--- config.mk ---
export PLATFORM = sky130hd
export DESIGN_NAME = fdac_ctrl
export DESIGN_NICKNAME = d
export VERILOG_FILES = /design/src/hdl/fdac_pkg.sv /design/src/hdl/fdac_ctrl.sv /design/src/hdl/fdac_power_timer.sv
export SDC_FILE = /design/constraint.sdc
export NUM_CORES = 1
export LEC_CHECK = 0
export BUFFER_PORTS_ARGS = -buffer_cell sky130_fd_sc_hd__clkbuf_2
export CORE_MARGIN = 1.5
export CORE_UTILIZATION = 62
export DETAILED_ROUTE_END_ITERATION = 7
export HOLD_SLACK_MARGIN = 0.02
export PLACE_DENSITY = 0.89
export SYNTH_ARGS = -nofsm -noshare
export SYNTH_HDL_FRONTEND = slang
export SYNTH_SLANG_ARGS = --single-unit
--- constraint.sdc ---
create_clock -name sys_clk -period 6.9 [get_ports sys_clk]
set_clock_uncertainty 0.05 [all_clocks]
set_input_delay 1.035 -clock sys_clk [delete_from_list [all_inputs] [get_ports sys_clk]]
set_output_delay 1.035 -clock sys_clk [all_outputs]
set_load 0.05 [all_outputs]
--- src/hdl/fdac_pkg.sv ---
// Shared constants and types of the frequency converter controller
package fdac_pkg;

  // ****************************************************************
  // Widths
  // ****************************************************************
  localparam int ADDR_W   = 8;
  localparam int DATA_W   = 16;
  localparam int CODE_W   = 13;
  localparam int PERIOD_W = 13;
  localparam int NUM_EVT  = 4;
  localparam int EVT_W    = 2;

  // ****************************************************************
  // Register offsets
  // ****************************************************************
  localparam logic [ADDR_W-1:0] OFS_CONFIG = 8'h00;
  localparam logic [ADDR_W-1:0] OFS_VALUE0 = 8'h04;
  localparam logic [ADDR_W-1:0] OFS_VALUE1 = 8'h08;
  localparam logic [ADDR_W-1:0] OFS_VALUE2 = 8'h0C;
  localparam logic [ADDR_W-1:0] OFS_VALUE3 = 8'h10;
  localparam logic [ADDR_W-1:0] OFS_PERIOD = 8'h14;

  // ****************************************************************
  // Control register fields
  // ****************************************************************
  localparam int CFG_W          = 4;
  localparam int BIT_IMMEDIATE  = 0;
  localparam int BIT_WR_ACTIVE  = 1;
  localparam int BIT_FORCE_PWR  = 2;
  localparam int BIT_RD_ACTIVE  = 3;

  // ****************************************************************
  // Reset values
  // ****************************************************************
  localparam logic [CFG_W-1:0]    RST_CONFIG = 4'h0;
  localparam logic [PERIOD_W-1:0] RST_PERIOD = 13'h00FF;
  localparam logic [CODE_W-1:0]   RST_CODE   = 13'h0000;
  localparam logic [DATA_W-1:0]   RD_ZERO    = 16'h0000;

  // ****************************************************************
  // Modes
  // ****************************************************************
  typedef enum logic [1:0] {
    MODE_TIMED,
    MODE_FORCED,
    MODE_IMMEDIATE
  } fdac_mode_t;

endpackage

--- src/hdl/fdac_ctrl.sv ---
// Frequency tuning converter controller with double-buffered event values
// Behaviour
// - Four indexed update events per frame
// - Frame strobe copies write buffers to active; a same-cycle bus write to active wins
// - Timed event loads matching active buffer
// - Forced mode: powered always; timed mode: powered for period
// - Immediate mode applies written value at once
// - After immediate exit, powered for period; events extend
// - Bit 3 selects active buffer for reads
// - Bit 1 steers writes into active buffers
// - Bit 2 forces power; control resets zero
// - Immediate mode drives write buffer zero only
// - Converter code zero until first update
// - Period register 13 bits, resets to 255
// - Period ignored while immediate or forced
// - Otherwise power enable high for period
// - Converter code is 13 bits
`timescale 1ns/100ps
module fdac_ctrl (
  // Clock and reset
  input  wire logic                          sys_clk,
  input  wire logic                          rst_n,
  // Peripheral bus
  input  wire logic                          psel,
  input  wire logic                          penable,
  input  wire logic                          pwrite,
  input  wire logic [fdac_pkg::ADDR_W-1:0]   paddr,
  input  wire logic [fdac_pkg::DATA_W-1:0]   pwdata,
  output logic      [fdac_pkg::DATA_W-1:0]   prdata,
  // Frame timer
  input  wire logic                          frame_valid_strobe,
  input  wire logic                          update_event_pulse,
  input  wire logic [fdac_pkg::EVT_W-1:0]    update_event_index,
  input  wire logic                          qbit_tick,
  // Converter
  output logic      [fdac_pkg::CODE_W-1:0]   converter_code,
  output logic                               converter_power_enable
);

  // ****************************************************************
  // Declarations
  // ****************************************************************
  logic [fdac_pkg::CFG_W-1:0]    config_ff;
  logic [fdac_pkg::PERIOD_W-1:0] period_ff;
  logic [fdac_pkg::CODE_W-1:0]   code_ff;
  logic [fdac_pkg::CODE_W-1:0]   nxt_code;
  logic                          power_ff;
  logic                          nxt_power;
  logic [fdac_pkg::DATA_W-1:0]   rdata_ff;
  logic [fdac_pkg::DATA_W-1:0]   nxt_rdata;
  logic                          immediate_prev_ff;

  logic [fdac_pkg::CODE_W-1:0]   wbuf [fdac_pkg::NUM_EVT];
  logic [fdac_pkg::CODE_W-1:0]   abuf [fdac_pkg::NUM_EVT];

  logic                          wr_access;
  logic                          rd_setup;
  logic                          hit_config;
  logic                          hit_period;
  logic [fdac_pkg::NUM_EVT-1:0]  hit_value;

  logic                          immediate_mode;
  logic                          write_active_select;
  logic                          force_power;
  logic                          read_active_select;
  fdac_pkg::fdac_mode_t          mode;

  logic                          timed_event;
  logic                          immediate_exit;
  logic                          timer_restart;
  logic                          timer_busy;

  // ****************************************************************
  // Bus decode
  // ****************************************************************
  // Writes take effect in the access phase
  assign wr_access = psel && penable && pwrite;
  // Read data is registered in the setup phase, valid in the access phase
  assign rd_setup  = psel && !penable && !pwrite;

  assign hit_config = (paddr == fdac_pkg::OFS_CONFIG);
  assign hit_period = (paddr == fdac_pkg::OFS_PERIOD);
  assign hit_value  = {(paddr == fdac_pkg::OFS_VALUE3),
                       (paddr == fdac_pkg::OFS_VALUE2),
                       (paddr == fdac_pkg::OFS_VALUE1),
                       (paddr == fdac_pkg::OFS_VALUE0)};

  // ****************************************************************
  // Control register
  // ****************************************************************
  always_ff @(posedge sys_clk or negedge rst_n) begin
    if (!rst_n) begin
      config_ff <= fdac_pkg::RST_CONFIG;
    end else if (wr_access && hit_config) begin
      config_ff <= pwdata[fdac_pkg::CFG_W-1:0];
    end
  end

  assign immediate_mode      = config_ff[fdac_pkg::BIT_IMMEDIATE];
  assign write_active_select = config_ff[fdac_pkg::BIT_WR_ACTIVE];
  assign force_power         = config_ff[fdac_pkg::BIT_FORCE_PWR];
  assign read_active_select  = config_ff[fdac_pkg::BIT_RD_ACTIVE];

  // ****************************************************************
  // Power-up period register
  // ****************************************************************
  always_ff @(posedge sys_clk or negedge rst_n) begin
    if (!rst_n) begin
      period_ff <= fdac_pkg::RST_PERIOD;
    end else if (wr_access && hit_period) begin
      period_ff <= pwdata[fdac_pkg::PERIOD_W-1:0];
    end
  end

  // ****************************************************************
  // Event value buffers
  // ****************************************************************
  // No reset on the value buffers; software loads them first
  genvar gi;
  generate
    for (gi = 0; gi < fdac_pkg::NUM_EVT; gi++) begin : g_entry
      // Write buffer: bus writes when the active path is not selected
      always_ff @(posedge sys_clk) begin
        if (wr_access && hit_value[gi] && !write_active_select) begin
          wbuf[gi] <= pwdata[fdac_pkg::CODE_W-1:0];
        end
      end

      // Active buffer: direct bus write wins over the frame copy
      always_ff @(posedge sys_clk) begin
        if (wr_access && hit_value[gi] && write_active_select) begin
          abuf[gi] <= pwdata[fdac_pkg::CODE_W-1:0];
        end else if (frame_valid_strobe) begin
          abuf[gi] <= wbuf[gi];
        end
      end
    end
  endgenerate

  // ****************************************************************
  // Operating mode
  // ****************************************************************
  always_comb begin
    if (immediate_mode) begin
      mode = fdac_pkg::MODE_IMMEDIATE;
    end else if (force_power) begin
      mode = fdac_pkg::MODE_FORCED;
    end else begin
      mode = fdac_pkg::MODE_TIMED;
    end
  end

  // Events count only outside immediate mode
  assign timed_event = update_event_pulse && !immediate_mode;

  // ****************************************************************
  // Converter output register
  // ****************************************************************
  always_comb begin
    nxt_code = code_ff;
    case (mode)
      fdac_pkg::MODE_IMMEDIATE: begin
        nxt_code = wbuf[0];
      end
      fdac_pkg::MODE_FORCED,
      fdac_pkg::MODE_TIMED: begin
        if (update_event_pulse) begin
          nxt_code = abuf[update_event_index];
        end
      end
      default: begin
        nxt_code = code_ff;
      end
    endcase
  end

  always_ff @(posedge sys_clk or negedge rst_n) begin
    if (!rst_n) begin
      code_ff <= fdac_pkg::RST_CODE;
    end else begin
      code_ff <= nxt_code;
    end
  end

  assign converter_code = code_ff;

  // ****************************************************************
  // Power control
  // ****************************************************************
  always_ff @(posedge sys_clk or negedge rst_n) begin
    if (!rst_n) begin
      immediate_prev_ff <= 1'b0;
    end else begin
      immediate_prev_ff <= immediate_mode;
    end
  end

  // Leaving immediate mode starts a fresh powered period
  assign immediate_exit = immediate_prev_ff && !immediate_mode;
  // Each timed event restarts the period so it is extended
  assign timer_restart  = immediate_exit || timed_event;

  fdac_power_timer u_power_timer (
    .sys_clk   (sys_clk),
    .rst_n     (rst_n),
    .qbit_tick (qbit_tick),
    .restart   (timer_restart),
    .period    (period_ff),
    .busy      (timer_busy)
  );

  always_comb begin
    nxt_power = 1'b0;
    case (mode)
      fdac_pkg::MODE_IMMEDIATE,
      fdac_pkg::MODE_FORCED: begin
        nxt_power = 1'b1;
      end
      fdac_pkg::MODE_TIMED: begin
        nxt_power = timer_busy || timer_restart;
      end
      default: begin
        nxt_power = 1'b0;
      end
    endcase
  end

  always_ff @(posedge sys_clk or negedge rst_n) begin
    if (!rst_n) begin
      power_ff <= 1'b0;
    end else begin
      power_ff <= nxt_power;
    end
  end

  assign converter_power_enable = power_ff;

  // ****************************************************************
  // Read data
  // ****************************************************************
  always_comb begin
    nxt_rdata = fdac_pkg::RD_ZERO;
    if (hit_config) begin
      nxt_rdata[fdac_pkg::CFG_W-1:0] = config_ff;
    end else if (hit_period) begin
      nxt_rdata[fdac_pkg::PERIOD_W-1:0] = period_ff;
    end else begin
      for (int i = 0; i < fdac_pkg::NUM_EVT; i++) begin
        if (hit_value[i]) begin
          if (read_active_select) begin
            nxt_rdata[fdac_pkg::CODE_W-1:0] = abuf[i];
          end else begin
            nxt_rdata[fdac_pkg::CODE_W-1:0] = wbuf[i];
          end
        end
      end
    end
  end

  always_ff @(posedge sys_clk or negedge rst_n) begin
    if (!rst_n) begin
      rdata_ff <= fdac_pkg::RD_ZERO;
    end else if (rd_setup) begin
      rdata_ff <= nxt_rdata;
    end
  end

  assign prdata = rdata_ff;

endmodule

--- src/hdl/fdac_power_timer.sv ---
// Quarter-bit power-up period counter of the converter
`timescale 1ns/100ps
module fdac_power_timer (
  // Clock and reset
  input  wire logic                          sys_clk,
  input  wire logic                          rst_n,
  // Control
  input  wire logic                          qbit_tick,
  input  wire logic                          restart,
  input  wire logic [fdac_pkg::PERIOD_W-1:0] period,
  // Status
  output logic                               busy
);

  // ****************************************************************
  // Down counter
  // ****************************************************************
  localparam logic [fdac_pkg::PERIOD_W-1:0] CNT_ZERO = 13'h0000;
  localparam logic [fdac_pkg::PERIOD_W-1:0] CNT_ONE  = 13'h0001;

  logic [fdac_pkg::PERIOD_W-1:0] count_ff;
  logic [fdac_pkg::PERIOD_W-1:0] nxt_count;

  always_comb begin
    nxt_count = count_ff;
    if (restart) begin
      nxt_count = period;
    end else if (qbit_tick && (count_ff != CNT_ZERO)) begin
      nxt_count = count_ff - CNT_ONE;
    end
  end

  always_ff @(posedge sys_clk or negedge rst_n) begin
    if (!rst_n) begin
      count_ff <= CNT_ZERO;
    end else begin
      count_ff <= nxt_count;
    end
  end

  // Powered for exactly the loaded number of ticks
  assign busy = (count_ff != CNT_ZERO);

endmodule

# After elaboration in Yosys (flattened, before gate mapping)
# Memories as Yosys holds them, arrays and structs flattened.
# Index checks and enable logic that the tools add are counted.
# op_classes
reduce_logical	38
n_mux	56
bitwise_logic	4
addsub	1
n_eq_ne	8
# op_table
operator	n
13-bit 2-to-1 mux	19
13-bit OR reduction	3
1-bit 2-to-1 mux	29
13-bit case mux with 2 select lines	1
1-bit logical AND	21
8-bit by 4-bit == test with 1-bit output, second input constant	2
8-bit by 5-bit == test with 1-bit output, second input constant	2
13-bit nonzero test	1
13-bit by 1-bit subtractor with 13-bit output, second input constant	1
9-bit 2-to-1 mux	1
8-bit by 3-bit == test with 1-bit output, second input constant	1
8-bit zero test	1
2-bit 2-to-1 mux	4
1-bit zero test	4
4-bit 2-to-1 mux	1
1-bit OR	4
2-bit nonzero test	2
2-bit OR reduction	2
2-bit by 1-bit == test with 1-bit output, second input constant	1
2-bit == test, second input constant	1
2-bit zero test	1
1-bit logical OR	2
2-bit != test, second input constant	1
1-bit case mux with 2 select lines	1
2-bit AND reduction	1
# word_totals
input_bits	34
output_inout_bits	30
ram_bits	104
register_bits	58
elab_cells	116
mem_count	2
# mem_list
name	depth	word_bits	read_ports	rd_ports_with_merged_regs	wr	line_no	text
abuf	4	13	5	0	4	fdac_ctrl.sv:54	logic [fdac_pkg::CODE_W-1:0] abuf [fdac_pkg::NUM_EVT];
wbuf	4	13	4	0	1	fdac_ctrl.sv:53	logic [fdac_pkg::CODE_W-1:0] wbuf [fdac_pkg::NUM_EVT];

# Logic depth before layout (Yosys ltp)
# logic_depth
depth_word	10
mapped_depth	7
depth_no_buf	6

# Modules after synthesis
# From an unflattened synthesis, not the netlist that was laid out.
# unflattened
cells_unflattened	625
area_unflattened_um2	8230.4
# modules_own_cells
mod	area_per_inst_um2	instances	cells_each	seq_area_each_um2
fdac_ctrl	7400.8	1	532	4259.1
fdac_power_timer	829.5	1	93	325.3

# Worst setup path after synthesis
# No wires, ideal clock.
# synth_path
path_kind	input to register
start	input port paddr[1] (netlist bit)
end	memory abuf[3][0] (netlist bit), enable pin
n_path_buf	1
slack_ps	3708
arrival_time_ps	2756
required_time_ps	6464
stages	4
setup_ps	386
path_cell_list	buf_2 -> or3_1 -> or4_1 -> o21bai_1
# synth_lines
item	line_no	text
from (decl)	fdac_ctrl.sv:27	input wire logic [fdac_pkg::ADDR_W-1:0] paddr,
to (decl)	fdac_ctrl.sv:54	

==> impl_metrics.env <==
export IMPL_p_leak_nw=3.23
export IMPL_total_power_mw=2.27
export IMPL_cts_root_buf="clkbuf_16"
export IMPL_r2r_cells=4
export IMPL_via_per_inst=6.97
export IMPL_dpl_cell_area_um2=8630
export IMPL_clkLatencyLatePin_ns=0.45
export IMPL_fin_crit_ns=3.67
export IMPL_min_to="converter_code[2]$_DFFE_PN0P_"
export IMPL_wire_per_inst_um=25.6
export IMPL_yosysSeqAreaShare=0.557
export IMPL_area_growth_pct=11.3
export IMPL_pre_cts_slack_ns=2.92
export IMPL_crit_type="input port to flip-flop"
export IMPL_ff2ff_setup_slack_ns=4.46
export IMPL_muxShareOfSynthArea=0.206
export IMPL_r2r_start="u_power_timer.count_ff[4]$_DFFE_PN0P_"
export IMPL_hold_buffers=0
export IMPL_min_from="wbuf[0][2]$_DFFE_PP_"
export IMPL_final_max_slew_violation_count=0
export IMPL_setup_tns_ns=0
export IMPL_fin_crit_sh=0.532
export IMPL_relSlewSlack=0.247
export IMPL_power_density_nw_per_um2=247
export IMPL_synthAdderAreaFrac=0.00304
export IMPL_hold_depth=2
export IMPL_die_x_um=118
export IMPL_rows=41
export IMPL_critPathSlowestCell="nor4b_1"
export IMPL_hold_violations=0
export IMPL_first_global_vias=6062
export IMPL_tightest_slew_ns=1.13
export IMPL_coreArea_um2=12800
export IMPL_drc_errors=0
export IMPL_grt_max_degree=60
export IMPL_io_pins=64
export IMPL_fmax_mhz=273
export IMPL_synth_edf_count=104
export IMPL_ys_seq_elements=162
export IMPL_critical_path_n_buffers_inverters=1
export IMPL_critPathRequiredTime_ns=7.05
export IMPL_synthArstFlopShare=0.358
export IMPL_n_antenna_cell=0
export IMPL_end_kind="flip-flop"
export IMPL_cts_htree_levels=4
export IMPL_irDropWorstVdd_mv=0.187
export IMPL_critical_path_top_delay_family="simple AND/OR/NAND/NOR gates"
export IMPL_drt_pass1_iterations=6
export IMPL_routed_wl_mm=22.1
export IMPL_status="complete, no violations"
export IMPL_clk_pin_slew_ns=0.07
export IMPL_arrival_ns=3.82
export IMPL_io_buffers=57
export IMPL_fin_ws_ns=3.23
export IMPL_setup_viol=0
export IMPL_cts_made_buffers=17
export IMPL_yosys_warnings=0
export IMPL_die_area_um2=14000
export IMPL_drive_above_1_share=0.311
export IMPL_hpwl_mm=14.4
export IMPL_slowest_delay_ns=0.91
export IMPL_synth_xor_area_frac=0
export IMPL_cts_resized=0
export IMPL_synth_cells=634
export IMPL_gp_congestion=0.909
export IMPL_postCtsSetupBuffers=0
export IMPL_drtIter0Drc=1025
export IMPL_start_util=0.645
export IMPL_rsz0062_at_grt="no"
export IMPL_fin_area_um2=9170
export IMPL_cts_tree="yes"
export IMPL_crit_fanout=13
export IMPL_finalNetCount=715
export IMPL_vias=6020
export IMPL_synth_area_um2=8240
export IMPL_synth_compound_area_frac=0.0937
export IMPL_gr_total_overflow=0
export IMPL_clock_path_buffers=2
export IMPL_grt_pass1_wl_mm=34.5
export IMPL_antenna_found_initial=0
export IMPL_netlist_cell_type_count=58
export IMPL_r2r_end="u_power_timer.count_ff[7]$_DFFE_PN0P_"
export IMPL_ys_flop_type="edfxtp_1"
export IMPL_chipHeight_um=118
export IMPL_syn_area_per_cell_um2=13.0
export IMPL_startpoint_type="input port"
export IMPL_synth_top_family_by_area="multiplexers"
export IMPL_grt_usage=0.332
export IMPL_hp_class="flip-flop to flip-flop"
export IMPL_ant_nets=0
export IMPL_cp_cell_sequence="clkbuf_2 > nor4b_1 > nand2_1 > o21ai_2 > mux2_2"
export IMPL_cap_violations=0
export IMPL_clock_sinks=162
export IMPL_yosys_area_share_simple=0.111
## final cells by class
class / count / area, µm²
fill: 822 / 3600
clock inverter: 12 / 108
multi-input combinational: 426 / 3440
inverter: 3 / 11.3
clock buffer: 20 / 437
tap: 172 / 215
timing repair buffer: 69 / 375
sequential: 162 / 4590
## layer usage
layer  share of wire  global-route usage  wire (µm)
met1            0.36               0.421       7960
met2            0.49               0.540      10800
met3            0.11              0.0878       2500
met4           0.037               0.143        819
met5               0                   0          0
## worst reg2reg max path: cells and delay by family (launching register included)
kind | cells | cell delay [ns]
and+or+nand+nor | 3 | 1.55
AOI/OAI and AO/OA | 1 | 0.28
DFF | 1 | 0.45
## worst max-delay path by stage
stage | from | slack [ns] | end | cells after the start
2_1_floorplan | paddr[1] | 3.71 | abuf[3][0]$_DFFE_PP_ | 4
3_3_place_gp | paddr[1] | 3.07 | abuf[0][5]$_DFFE_PP_ | 5
4_1_cts | paddr[5] | 3.37 | abuf[0][12]$_DFFE_PP_ | 5
5_1_grt | paddr[3] | 3.20 | abuf[1][1]$_DFFE_PP_ | 5
3_5_place_dp | paddr[5] | 2.92 | abuf[0][11]$_DFFE_PP_ | 5
6_report | paddr[3] | 3.23 | abuf[1][1]$_DFFE_PP_ | 5
## sequential cells by signal, summed over array words and instances, names as in the netlist
register	cells
wbuf	52
immediate_prev_ff	1
prdata	13
u_power_timer.count_ff	13
period_ff	13
converter_code	13
config_ff	4
abuf	52
converter_power_enable	1
## cells in the mapped netlist (5+ instances only)
| cell | count | share of area |
|---|---|---|
| a221o_1 | 5 | 0.0061 |
| a221oi_1 | 8 | 0.0085 |
| a31oi_1 | 11 | 0.0084 |
| buf_2 | 9 | 0.0055 |
| buf_4 | 7 | 0.0064 |
| clkbuf_1 | 23 | 0.010 |
| dfrtp_1 | 50 | 0.15 |
| dfstp_2 | 8 | 0.026 |
| edfxtp_1 | 104 | 0.38 |
| mux2_2 | 77 | 0.11 |
| mux2i_1 | 54 | 0.066 |
| mux4_2 | 13 | 0.036 |
| nand2_1 | 40 | 0.018 |
| nand3_1 | 12 | 0.0073 |
| nor2_1 | 29 | 0.013 |
| nor3_1 | 40 | 0.024 |
| o2111ai_1 | 9 | 0.0096 |
| o211ai_1 | 9 | 0.0082 |
| o21a_1 | 9 | 0.0082 |
| o21ai_0 | 22 | 0.013 |
| o21bai_1 | 5 | 0.0046 |
| o221ai_1 | 9 | 0.0096 |
| or3_1 | 5 | 0.0038 |
| or4_1 | 6 | 0.0055 |
## where the power goes
part / internal, mW / switching (mW) / leakage, nW / total (mW)
combinational: 0.0839 / 0.178 / 1.28 / 0.262
clock: 0.498 / 0.396 / 0.263 / 0.893
sequential: 1.08 / 0.0323 / 1.69 / 1.11
total: 1.66 / 0.606 / 3.23 / 2.27
## stage by stage
stage	hold WS, ns	cells	utilization
global placement	0.431	832	0.675
floorplan	0.374	636	-
finish	0.471	864	0.718
detailed placement	0.448	832	0.675
global route	0.497	864	0.718
CTS	0.468	864	0.718
## cells by family after synthesis
kind of cell	count (synthesis)
fa+ha+maj	2
buf+inv	48
compound gates	106
flops	162
simple gates	171
mux	144
other cells	1
## placed cells by master (no fill, tap or decap), drive strengths merged, types with 4 or more instances in the layout
cell and instances:
nand3 12, a221o 5, nor2 29, inv 8, o21a 9, or4 9, a211o 4, o221ai 9
mux2 77, o22ai 4, buf 12, o31ai 4, clkbuf 77, dfrtp 50, o21ai 25, or2 4
nand2 40, a221oi 8, nor2b 4, o21bai 5, mux2i 54, nor3 40, o211ai 9, mux4 13
o2111ai 9, dfstp 8, or3 7, a31oi 11, clkinv 4, edfxtp 104
Power figures use the tool's default switching activity.
